**src/verilog/scsalu_defines.svh**
```systemverilog
// Address map, command codes and constants of the sign-count/subtract ALU
`ifndef SCSALU_DEFINES_SVH
`define SCSALU_DEFINES_SVH

// ****************************************************************
// Bus geometry
// ****************************************************************
`define SCSALU_ADDR_W       8
`define SCSALU_DATA_W       32

// ****************************************************************
// Register byte offsets
// ****************************************************************
`define SCSALU_OFF_DREG0    8'h00
`define SCSALU_OFF_DREG7    8'h1C
`define SCSALU_OFF_ACC0_LO  8'h20
`define SCSALU_OFF_ACC0_EXT 8'h24
`define SCSALU_OFF_ACC1_LO  8'h28
`define SCSALU_OFF_ACC1_EXT 8'h2C
`define SCSALU_OFF_STATUS   8'h30
`define SCSALU_OFF_CMD      8'h34

// ****************************************************************
// Command codes
// ****************************************************************
`define SCSALU_OP_NONE      2'h0
`define SCSALU_OP_SIGN      2'h1
`define SCSALU_OP_SUB       2'h2
`define SCSALU_SIZE_16      2'h0
`define SCSALU_SIZE_32      2'h1
`define SCSALU_SIZE_40      2'h2

// ****************************************************************
// Widths, limits and reset values
// ****************************************************************
`define SCSALU_W16          6'h10
`define SCSALU_W32          6'h20
`define SCSALU_W40          6'h28
`define SCSALU_ACC_GUARD    7'sh08
`define SCSALU_SAT_MAX      32'h7FFF_FFFF
`define SCSALU_SAT_MIN      32'h8000_0000
`define SCSALU_RST_WORD     32'h0000_0000
`define SCSALU_RST_ACC      40'h00_0000_0000

`endif

```
**src/verilog/scsalu_pkg.sv**
```systemverilog
// Types shared by the sign-count/subtract ALU and its bench
package scsalu_pkg;

	// ****************************************************************
	// Register bus request
	// ****************************************************************
	typedef struct packed {
		logic [7:0]  addr;
		logic [31:0] wdata;
		logic        wr;
		logic        rd;
	} scsalu_bus_t;

	// ****************************************************************
	// Command word, written to the command register
	// ****************************************************************
	typedef struct packed {
		logic [13:0] unused;
		logic        dest_hi;
		logic [2:0]  dest;
		logic        src2_hi;
		logic [2:0]  src2;
		logic        src1_hi;
		logic [2:0]  src1;
		logic [1:0]  size;
		logic        sat;
		logic        long_form;
		logic [1:0]  op;
	} scsalu_cmd_t;

	// ****************************************************************
	// Arithmetic status flags, status register bits 4..0
	// ****************************************************************
	typedef struct packed {
		logic sticky_out_of_range;
		logic out_of_range;
		logic carry_flag;
		logic negative_flag;
		logic zero_flag;
	} scsalu_flags_t;

	typedef struct packed {
		logic [31:0] result;
		logic        carry;
		logic        ovf;
	} scsalu_diff_t;

	// ****************************************************************
	// Complete state of the block
	// ****************************************************************
	typedef struct packed {
		logic [7:0][31:0] dreg;
		logic [39:0]      accumulator_zero;
		logic [39:0]      accumulator_one;
		logic [26:0]      spare;
		scsalu_flags_t    flags;
		logic [31:0]      last_cmd;
		logic [31:0]      rdata;
		logic             op_done;
	} scsalu_state_t;

endpackage

```
**src/verilog/scsalu_core.sv**
```systemverilog
// Sign-count and subtract datapath slice with its register port
//
// Our own choices: the placing of the registers and the address-and-strobe port.
`include "scsalu_defines.svh"

module scsalu_core (
	input  wire logic                  clk,
	input  wire logic                  srst,
	input  wire scsalu_pkg::scsalu_bus_t bus,
	output logic [31:0]                rdata,
	output logic                       zero_flag,
	output logic                       negative_flag,
	output logic                       carry_flag,
	output logic                       out_of_range,
	output logic                       sticky_out_of_range,
	output logic                       op_done
);

	// ****************************************************************
	// Helper functions
	// ****************************************************************

	// Redundant sign bits below the sign bit of a width-bit value
	function automatic logic [5:0] scsalu_redundant(
		input logic [39:0] v,
		input logic [5:0]  width
	);
		logic       done;
		logic       sgn;
		logic [5:0] n;
		done = 1'b0;
		n    = 6'h00;
		sgn  = v[width - 6'h01];
		for (int i = 38; i >= 0; i--) begin
			if ((i < int'(width) - 1) && !done) begin
				if (v[i] == sgn) begin
					n = n + 6'h01;
				end else begin
					done = 1'b1;
				end
			end
		end
		return n;
	endfunction

	// Left-justified subtract: 16-bit operands sit in bits 31..16,
	// so carry, overflow and clamp values serve both widths
	function automatic scsalu_pkg::scsalu_diff_t scsalu_sub(
		input logic [31:0] a,
		input logic [31:0] b,
		input logic        sat
	);
		scsalu_pkg::scsalu_diff_t d;
		logic [32:0]              sum;
		sum     = {1'b0, a} + {1'b0, ~b} + 33'h0_0000_0001;
		d.carry = sum[32];
		d.ovf   = (a[31] != b[31]) && (sum[31] != a[31]);
		if (sat && d.ovf) begin
			d.result = a[31] ? `SCSALU_SAT_MIN : `SCSALU_SAT_MAX;
		end else begin
			d.result = sum[31:0];
		end
		return d;
	endfunction

	function automatic logic [15:0] scsalu_half(
		input logic [31:0] w,
		input logic        hi
	);
		return hi ? w[31:16] : w[15:0];
	endfunction

	// ****************************************************************
	// Register map decode
	// ****************************************************************

	// Word-aligned offsets up to the last data register
	function automatic logic scsalu_is_dreg(
		input logic [7:0] addr
	);
		return (addr <= `SCSALU_OFF_DREG7)
			&& (addr[1:0] == 2'h0);
	endfunction

	// Data register number from a byte offset
	function automatic logic [2:0] scsalu_dreg_idx(
		input logic [7:0] addr
	);
		return addr[4:2];
	endfunction

	// Low word or zero-extended extension byte of an accumulator
	function automatic logic [31:0] scsalu_acc_read(
		input logic [39:0] acc,
		input logic        ext
	);
		return ext ? {24'h00_0000, acc[39:32]} : acc[31:0];
	endfunction

	// Only the low byte of a write reaches the extension bits
	function automatic logic [39:0] scsalu_acc_write(
		input logic [39:0] acc,
		input logic [31:0] wdata,
		input logic        ext
	);
		return ext ? {wdata[7:0], acc[31:0]} : {acc[39:32], wdata};
	endfunction

	// Replace one half of a word, keeping the other
	function automatic logic [31:0] scsalu_put_half(
		input logic [31:0] w,
		input logic [15:0] h,
		input logic        hi
	);
		return hi ? {h, w[15:0]} : {w[31:16], h};
	endfunction

	// ****************************************************************
	// State
	// ****************************************************************
	scsalu_pkg::scsalu_state_t state;
	scsalu_pkg::scsalu_state_t next_state;
	scsalu_pkg::scsalu_cmd_t   cmd;
	scsalu_pkg::scsalu_diff_t  diff;
	logic [31:0]               op_a;
	logic [31:0]               op_b;
	logic                      sat_eff;
	logic [5:0]                cnt;
	logic signed [6:0]         acc_cnt;
	logic [15:0]               sign_res;
	logic [39:0]               acc_sel;
	logic                      wr_hit;

	assign cmd = scsalu_pkg::scsalu_cmd_t'(bus.wdata);

	// ****************************************************************
	// Operand selection and arithmetic
	// ****************************************************************
	always_comb begin
		acc_sel = cmd.src1[0] ? state.accumulator_one
			: state.accumulator_zero;
		cnt      = 6'h00;
		acc_cnt  = 7'sh00;
		sign_res = 16'h0000;
		case (cmd.size)
			`SCSALU_SIZE_16: begin
				cnt = scsalu_redundant({24'h00_0000,
					scsalu_half(state.dreg[cmd.src1], cmd.src1_hi)},
					`SCSALU_W16);
				sign_res = {10'h000, cnt};
			end
			`SCSALU_SIZE_32: begin
				cnt = scsalu_redundant({8'h00, state.dreg[cmd.src1]},
					`SCSALU_W32);
				sign_res = {10'h000, cnt};
			end
			`SCSALU_SIZE_40: begin
				cnt = scsalu_redundant(acc_sel, `SCSALU_W40);
				// Extension growth leaves fewer than eight redundant
				// bits, so the count goes negative and a shift by it
				// moves the value down into 32 bits
				acc_cnt  = $signed({1'b0, cnt}) - `SCSALU_ACC_GUARD;
				sign_res = {{9{acc_cnt[6]}}, acc_cnt};
			end
			default: begin
				cnt      = 6'h00;
				sign_res = 16'h0000;
			end
		endcase
	end

	always_comb begin
		if (cmd.size == `SCSALU_SIZE_32) begin
			op_a    = state.dreg[cmd.src1];
			op_b    = state.dreg[cmd.src2];
			sat_eff = cmd.long_form && cmd.sat;
		end else begin
			// Sizes 16 and 40 both take the 16-bit half path
			op_a    = {scsalu_half(state.dreg[cmd.src1], cmd.src1_hi),
				16'h0000};
			op_b    = {scsalu_half(state.dreg[cmd.src2], cmd.src2_hi),
				16'h0000};
			sat_eff = cmd.sat;
		end
		diff = scsalu_sub(op_a, op_b, sat_eff);
	end

	// ****************************************************************
	// Next-state logic: register port and command execution
	// ****************************************************************
	always_comb begin
		next_state         = state;
		next_state.rdata   = `SCSALU_RST_WORD;
		next_state.op_done = 1'b0;
		wr_hit             = bus.wr;

		// Register reads: data stands for one cycle only
		// Zero when idle, so a missed strobe never shows stale data
		if (bus.rd) begin
			if (scsalu_is_dreg(bus.addr)) begin
				next_state.rdata = state.dreg[scsalu_dreg_idx(bus.addr)];
			end else begin
				case (bus.addr)
					`SCSALU_OFF_ACC0_LO:
						next_state.rdata =
							scsalu_acc_read(state.accumulator_zero, 1'b0);
					`SCSALU_OFF_ACC0_EXT:
						next_state.rdata =
							scsalu_acc_read(state.accumulator_zero, 1'b1);
					`SCSALU_OFF_ACC1_LO:
						next_state.rdata =
							scsalu_acc_read(state.accumulator_one, 1'b0);
					`SCSALU_OFF_ACC1_EXT:
						next_state.rdata =
							scsalu_acc_read(state.accumulator_one, 1'b1);
					`SCSALU_OFF_STATUS:
						next_state.rdata = {state.spare, state.flags};
					`SCSALU_OFF_CMD:
						next_state.rdata = state.last_cmd;
					default:
						next_state.rdata = `SCSALU_RST_WORD;
				endcase
			end
		end

		// Register writes; unmapped addresses are ignored
		if (wr_hit) begin
			if (scsalu_is_dreg(bus.addr)) begin
				next_state.dreg[scsalu_dreg_idx(bus.addr)] = bus.wdata;
			end else begin
				case (bus.addr)
					`SCSALU_OFF_ACC0_LO:
						next_state.accumulator_zero = scsalu_acc_write(
							state.accumulator_zero, bus.wdata, 1'b0);
					`SCSALU_OFF_ACC0_EXT:
						next_state.accumulator_zero = scsalu_acc_write(
							state.accumulator_zero, bus.wdata, 1'b1);
					`SCSALU_OFF_ACC1_LO:
						next_state.accumulator_one = scsalu_acc_write(
							state.accumulator_one, bus.wdata, 1'b0);
					`SCSALU_OFF_ACC1_EXT:
						next_state.accumulator_one = scsalu_acc_write(
							state.accumulator_one, bus.wdata, 1'b1);
					`SCSALU_OFF_STATUS: begin
						next_state.spare = bus.wdata[31:5];
						next_state.flags = bus.wdata[4:0];
					end
					`SCSALU_OFF_CMD: begin
						next_state.last_cmd = bus.wdata;
						// The operation runs on the write edge itself;
						// no status write can share this cycle, so a
						// sticky set never races a software clear
						case (cmd.op)
							`SCSALU_OP_SIGN: begin
								// Only the low half of the destination
								// changes; flags are left alone
								next_state.dreg[cmd.dest] =
									scsalu_put_half(state.dreg[cmd.dest],
									sign_res, 1'b0);
								next_state.op_done = 1'b1;
							end
							`SCSALU_OP_SUB: begin
								if (cmd.size == `SCSALU_SIZE_32) begin
									next_state.dreg[cmd.dest] = diff.result;
								end else begin
									next_state.dreg[cmd.dest] =
										scsalu_put_half(state.dreg[cmd.dest],
										diff.result[31:16],
										cmd.dest_hi);
								end
								// Low bits are zero for 16-bit work unless clamped to the
								// maximum, so the 32-bit tests hold for both sizes
								next_state.flags.zero_flag =
									(diff.result == `SCSALU_RST_WORD);
								next_state.flags.negative_flag =
									diff.result[31];
								next_state.flags.carry_flag = diff.carry;
								next_state.flags.out_of_range = diff.ovf;
								next_state.flags.sticky_out_of_range =
									state.flags.sticky_out_of_range
									| diff.ovf;
								// Spare status bits are not touched here
								next_state.spare = state.spare;
								next_state.op_done = 1'b1;
							end
							default: begin
								next_state.op_done = 1'b0;
							end
						endcase
					end
					default: begin
						next_state.op_done = 1'b0;
					end
				endcase
			end
		end
	end

	// ****************************************************************
	// State register
	// ****************************************************************
	always_ff @(posedge clk) begin
		// Every field cleared, so nothing starts out unknown
		if (srst) begin
			state.dreg             <= '0;
			state.accumulator_zero <= `SCSALU_RST_ACC;
			state.accumulator_one  <= `SCSALU_RST_ACC;
			state.spare            <= '0;
			state.flags            <= '0;
			state.last_cmd         <= `SCSALU_RST_WORD;
			state.rdata            <= `SCSALU_RST_WORD;
			state.op_done          <= 1'b0;
		end else begin
			state <= next_state;
		end
	end

	// ****************************************************************
	// Outputs, all straight from the state register
	// ****************************************************************
	assign rdata               = state.rdata;
	assign zero_flag           = state.flags.zero_flag;
	assign negative_flag       = state.flags.negative_flag;
	assign carry_flag          = state.flags.carry_flag;
	assign out_of_range        = state.flags.out_of_range;
	assign sticky_out_of_range = state.flags.sticky_out_of_range;
	assign op_done             = state.op_done;

endmodule

```
**config.mk**
```make
export PLATFORM = sky130hd
export DESIGN_NAME = scsalu_core
export DESIGN_NICKNAME = d
export VERILOG_FILES = /design/src/verilog/scsalu_pkg.sv /design/src/verilog/scsalu_core.sv
export VERILOG_INCLUDE_DIRS = /design/src /design/src/verilog
export SDC_FILE = /design/constraint.sdc
export NUM_CORES = 2
export LEC_CHECK = 0
export BUFFER_PORTS_ARGS = -buffer_cell sky130_fd_sc_hd__buf_2
export CAP_MARGIN = 40
export CELL_PAD_IN_SITES_DETAIL_PLACEMENT = 1
export CELL_PAD_IN_SITES_GLOBAL_PLACEMENT = 2
export CORE_MARGIN = 2
export CORE_UTILIZATION = 33
export CTS_BUF_LIST = sky130_fd_sc_hd__clkbuf_2
export CTS_CLUSTER_SIZE = 10
export DETAILED_ROUTE_END_ITERATION = 12
export PLACE_DENSITY_LB_ADDON = 0.12
export SLEW_MARGIN = 40
export SYNTH_ARGS = -nofsm -noshare
export SYNTH_HDL_FRONTEND = slang
export SYNTH_SLANG_ARGS = --single-unit
```
**constraint.sdc**
```tcl
create_clock -name clk -period 34.4 [get_ports clk]
set_input_delay 6.88 -clock clk [delete_from_list [all_inputs] [get_ports clk]]
set_output_delay 6.88 -clock clk [all_outputs]
set_load 0.01 [all_outputs]
```
==> results.json <==
{
  "status": "finished, final reports clean",
  "grt_max_degree": 175,
  "finalNetCount": 4926,
  "hold_class": "reg -> reg",
  "path_class": "in -> reg",
  "wl_per_cell_um": 30.3,
  "insertion_delay_ps": 1480,
  "ys_types": 102,
  "io_buffers": 81,
  "cts_buffer_depth": 3,
  "worstPathArrival_ps": 30770,
  "area_delta_synth_final_pct": 8.28,
  "die_w_um": 347,
  "maxSlewHeadroom_pct": 33.4,
  "powerDensity_nw_per_um2": 88.5,
  "p_leak_nw": 15.4,
  "drt_iter0_markers": 4456,
  "synth_largest_area_cell": "dfxtp_1",
  "dr.pass1.iters": 6,
  "worstMarginPinSlew_ps": 998,
  "yosysWarnings": 0,
  "synth_seq_cells": 433,
  "cts_setup_buffers": 0,
  "end_kind": "flip-flop",
  "maxCapViolations": 0,
  "synthTopCellsByArea": "dfxtp_1 22%, mux4_2 12%, nor2_1 5.5%",
  "cts-resized-gates": 0,
  "p_clk_share_pct": 11.8,
  "fp.coreArea_um2": 117000,
  "wl_met2_mm": 84.6,
  "cts.clk_slew.worst_paths_ps": 90,
  "numClockSinks": 433,
  "antenna_found_initial": 4,
  "ant_nets": 0,
  "combPwrFrac_pct": 74.8,
  "synth_enable_flop_cells": 0,
  "synth_nets": 5010,
  "cts-root-buf": "clkbuf_2",
  "met1_length_mm": 84.5,
  "netlist_instances": 4855,
  "slew_viol_final": 0,
  "critPathLaunchType": "input pin",
  "hold_buffers": 0,
  "grt_first_pass_wirelength_mm": 282,
  "cts_tree": "built",
  "p_switching_mw": 1.99,
  "vdd_drop_max_mv": 0.245,
  "grt_pass1_vias": 39700,
  "required_ps": 35720,
  "num_vias": 40700,
  "ys.flop_type": "dfxtp_1",
  "synth_top_area_share_pct": 22.3,
  "gp_congestion": 0.939,
  "critPathMostFrequentCell": "ha_1",
  "initial_core_util_pct": 33.4,
  "seq_area_frac_synth_pct": 22.3,
  "synthArstFlopShare_pct": 0,
  "synth_most_common_cell": "nor2_1",
  "slowest_stage": "a21oi_1",
  "avgSynthCellArea_um2": 8.01,
  "cts-htree-levels": 4,
  "switching_share_pct": 53.2,
  "pwr-share-seq_pct": 13.5,
  "internal-power_mw": 1.74,
  "path_max_fanout": 52,
  "dp_hpwl_mm": 135,
  "setup-violations-final": 0,
  "rsz0062_at_grt": "no",
  "cts_buffers": 137,
  "drcViolationCount": 0,
  "timing.final.crit_share_pct": 85.6,
  "track_usage_pct": 31.4,
  "grt-ovfl-total": 0,
  "synthTopCellsByCount": "567 x nor2_1, 522 x nand2_1, 433 x dfxtp_1, 403 x a21oi_1, 336 x clkbuf_1",
  "num_rows": 125,
  "vias_per_cell": 6.38,
  "finalHoldViolCount": 0,
  "whs_ps": 458,
  "fin_crit_ps": 29460,
  "wl_mm": 194,
  "drive_above_1_share_pct": 17.2,
  "finClkSkew_ps": 129,
  "critPathMaxStageDelay_ps": 670,
  "max_freq_mhz": 33.9,
  "die_h_um": 347,
  "topRoutingLayerUsed": "met5",
  "final.setup.tns_ps": 0,
  "dieArea_um2": 121000,
  "ios": 82,
  "met3_length_mm": 15.7,
  "syn_area_um2": 38900
}
[cell usage in the layout, fill, tap and decap left out, types with 12 or more instances in the layout]
master    netlist  layout
a211oi_1       90      88
a21o_1         21      21
a21oi_1       403     395
a221oi_1      182     182
a22o_1         25      25
a22oi_1        58      58
a31oi_1        26      23
a32oi_1        20      20
and2_1         43      41
and3_1         46      46
buf_2          16      76
buf_4          37     121
clkbuf_2        0     188
clkinv_1        1      16
dfxtp_1       433     431
ha_1          110     109
inv_1          87      87
mux2_2         88      88
mux2i_1       209     202
mux4_2        209     209
nand2_1       522     521
nand2b_1       34      33
nand3_1       155     153
nand4_1        29      29
nor2_1        567     554
nor2b_1        37      32
nor3_1        214     203
nor4_1         22      19
o211a_1        12      12
o211ai_1       19      19
o21a_1         14      14
o21ai_0       137     134
o22ai_1        84      84
o31a_1         15      15
or2_2          13      13
or3_1          36      35
xnor2_1       167     166
xor2_1         94      94
[worst paths after layout]
| check | start | to | slack [ps] | cells past startpoint |
|---|---|---|---|---|
| worst max register to register | state[176]$_SDFFE_PP0P_ | state[213]$_SDFFE_PP0P_ | 11790 | 117 |
| worst max-delay path | bus[8] | state[213]$_SDFFE_PP0P_ | 4940 | 120 |
| worst min-delay path | state[92]$_SDFFE_PP0P_ | state[92]$_SDFFE_PP0P_ | 460 | 2 |
| worst min register to register | state[92]$_SDFFE_PP0P_ | state[92]$_SDFFE_PP0P_ | 460 | 2 |
[kinds of logic after synthesis]
family / synth area share (%)
xor gates and xnor gates: 6.77
muxes: 20.1
and+or+nand+nor: 20.5
AOI/OAI and AO/OA: 21.2
buffers and inverters: 5.49
DFF: 22.3
adders and majority gates: 3.67
[per-layer routing]
metal	up-vias	track usage (%)
met3	397	5.79
met5	-	0.520
met2	1862	47.7
li1	17900	-
met4	5	14.4
met1	20500	42.9
[registers in the layout, summed over array words and instances, names as in the netlist]
register	cells
out_of_range	1
op_done	1
sticky_out_of_range	1
negative_flag	1
state	395
zero_flag	1
rdata	32
carry_flag	1
[cell type report]
cell class / instances / area, µm²
clock buffer: 188 / 941
sequential: 433 / 8670
fill: 14000 / 74400
inverter: 88 / 330
antenna: 5 / 12.5
timing repair buffer: 208 / 1450
multi-input combinational: 3903 / 28600
tap: 1524 / 1910
clock inverter: 33 / 243
[power groups by stage]
| stage | sequential (mW) | clock (mW) | combinational (mW) |
|---|---|---|---|
| after floorplan | 0.514 | 0 | 2.05 |
| after global placement | 0.515 | 0 | 2.76 |
| after detailed placement | 0.515 | 0 | 2.77 |
| after CTS | 0.503 | 0.452 | 2.79 |
| after global routing | 0.503 | 0.476 | 3.07 |
| final | 0.503 | 0.438 | 2.79 |
[metrics by stage]
step | power (mW) | setup slack (ps) | cell area (µm²) | util, % | std cells
finish | 3.73 | 4940 | 42100 | 36.2 | 6382
CTS | 3.74 | 5130 | 42000 | 36.1 | 6376
detailed placement | 3.28 | 3650 | 40800 | 35.1 | 6155
global placement | 3.28 | 4340 | 40700 | 34.9 | 6150
floorplan | 2.56 | 8340 | 38900 | - | 4855
global route | 4.05 | 2610 | 42100 | 36.2 | 6380
[critical path: cells and delay by family]
family | cells | cell delay, ps
AOI/OAI and AO/OA | 45 | 8980
buffers and inverters | 8 | 2250
adders and majority gates | 20 | 5600
xor gates and xnor gates | 5 | 1180
and+or+nand+nor | 30 | 3420
muxes | 12 | 2460
Power figures use the tool's default switching activity.
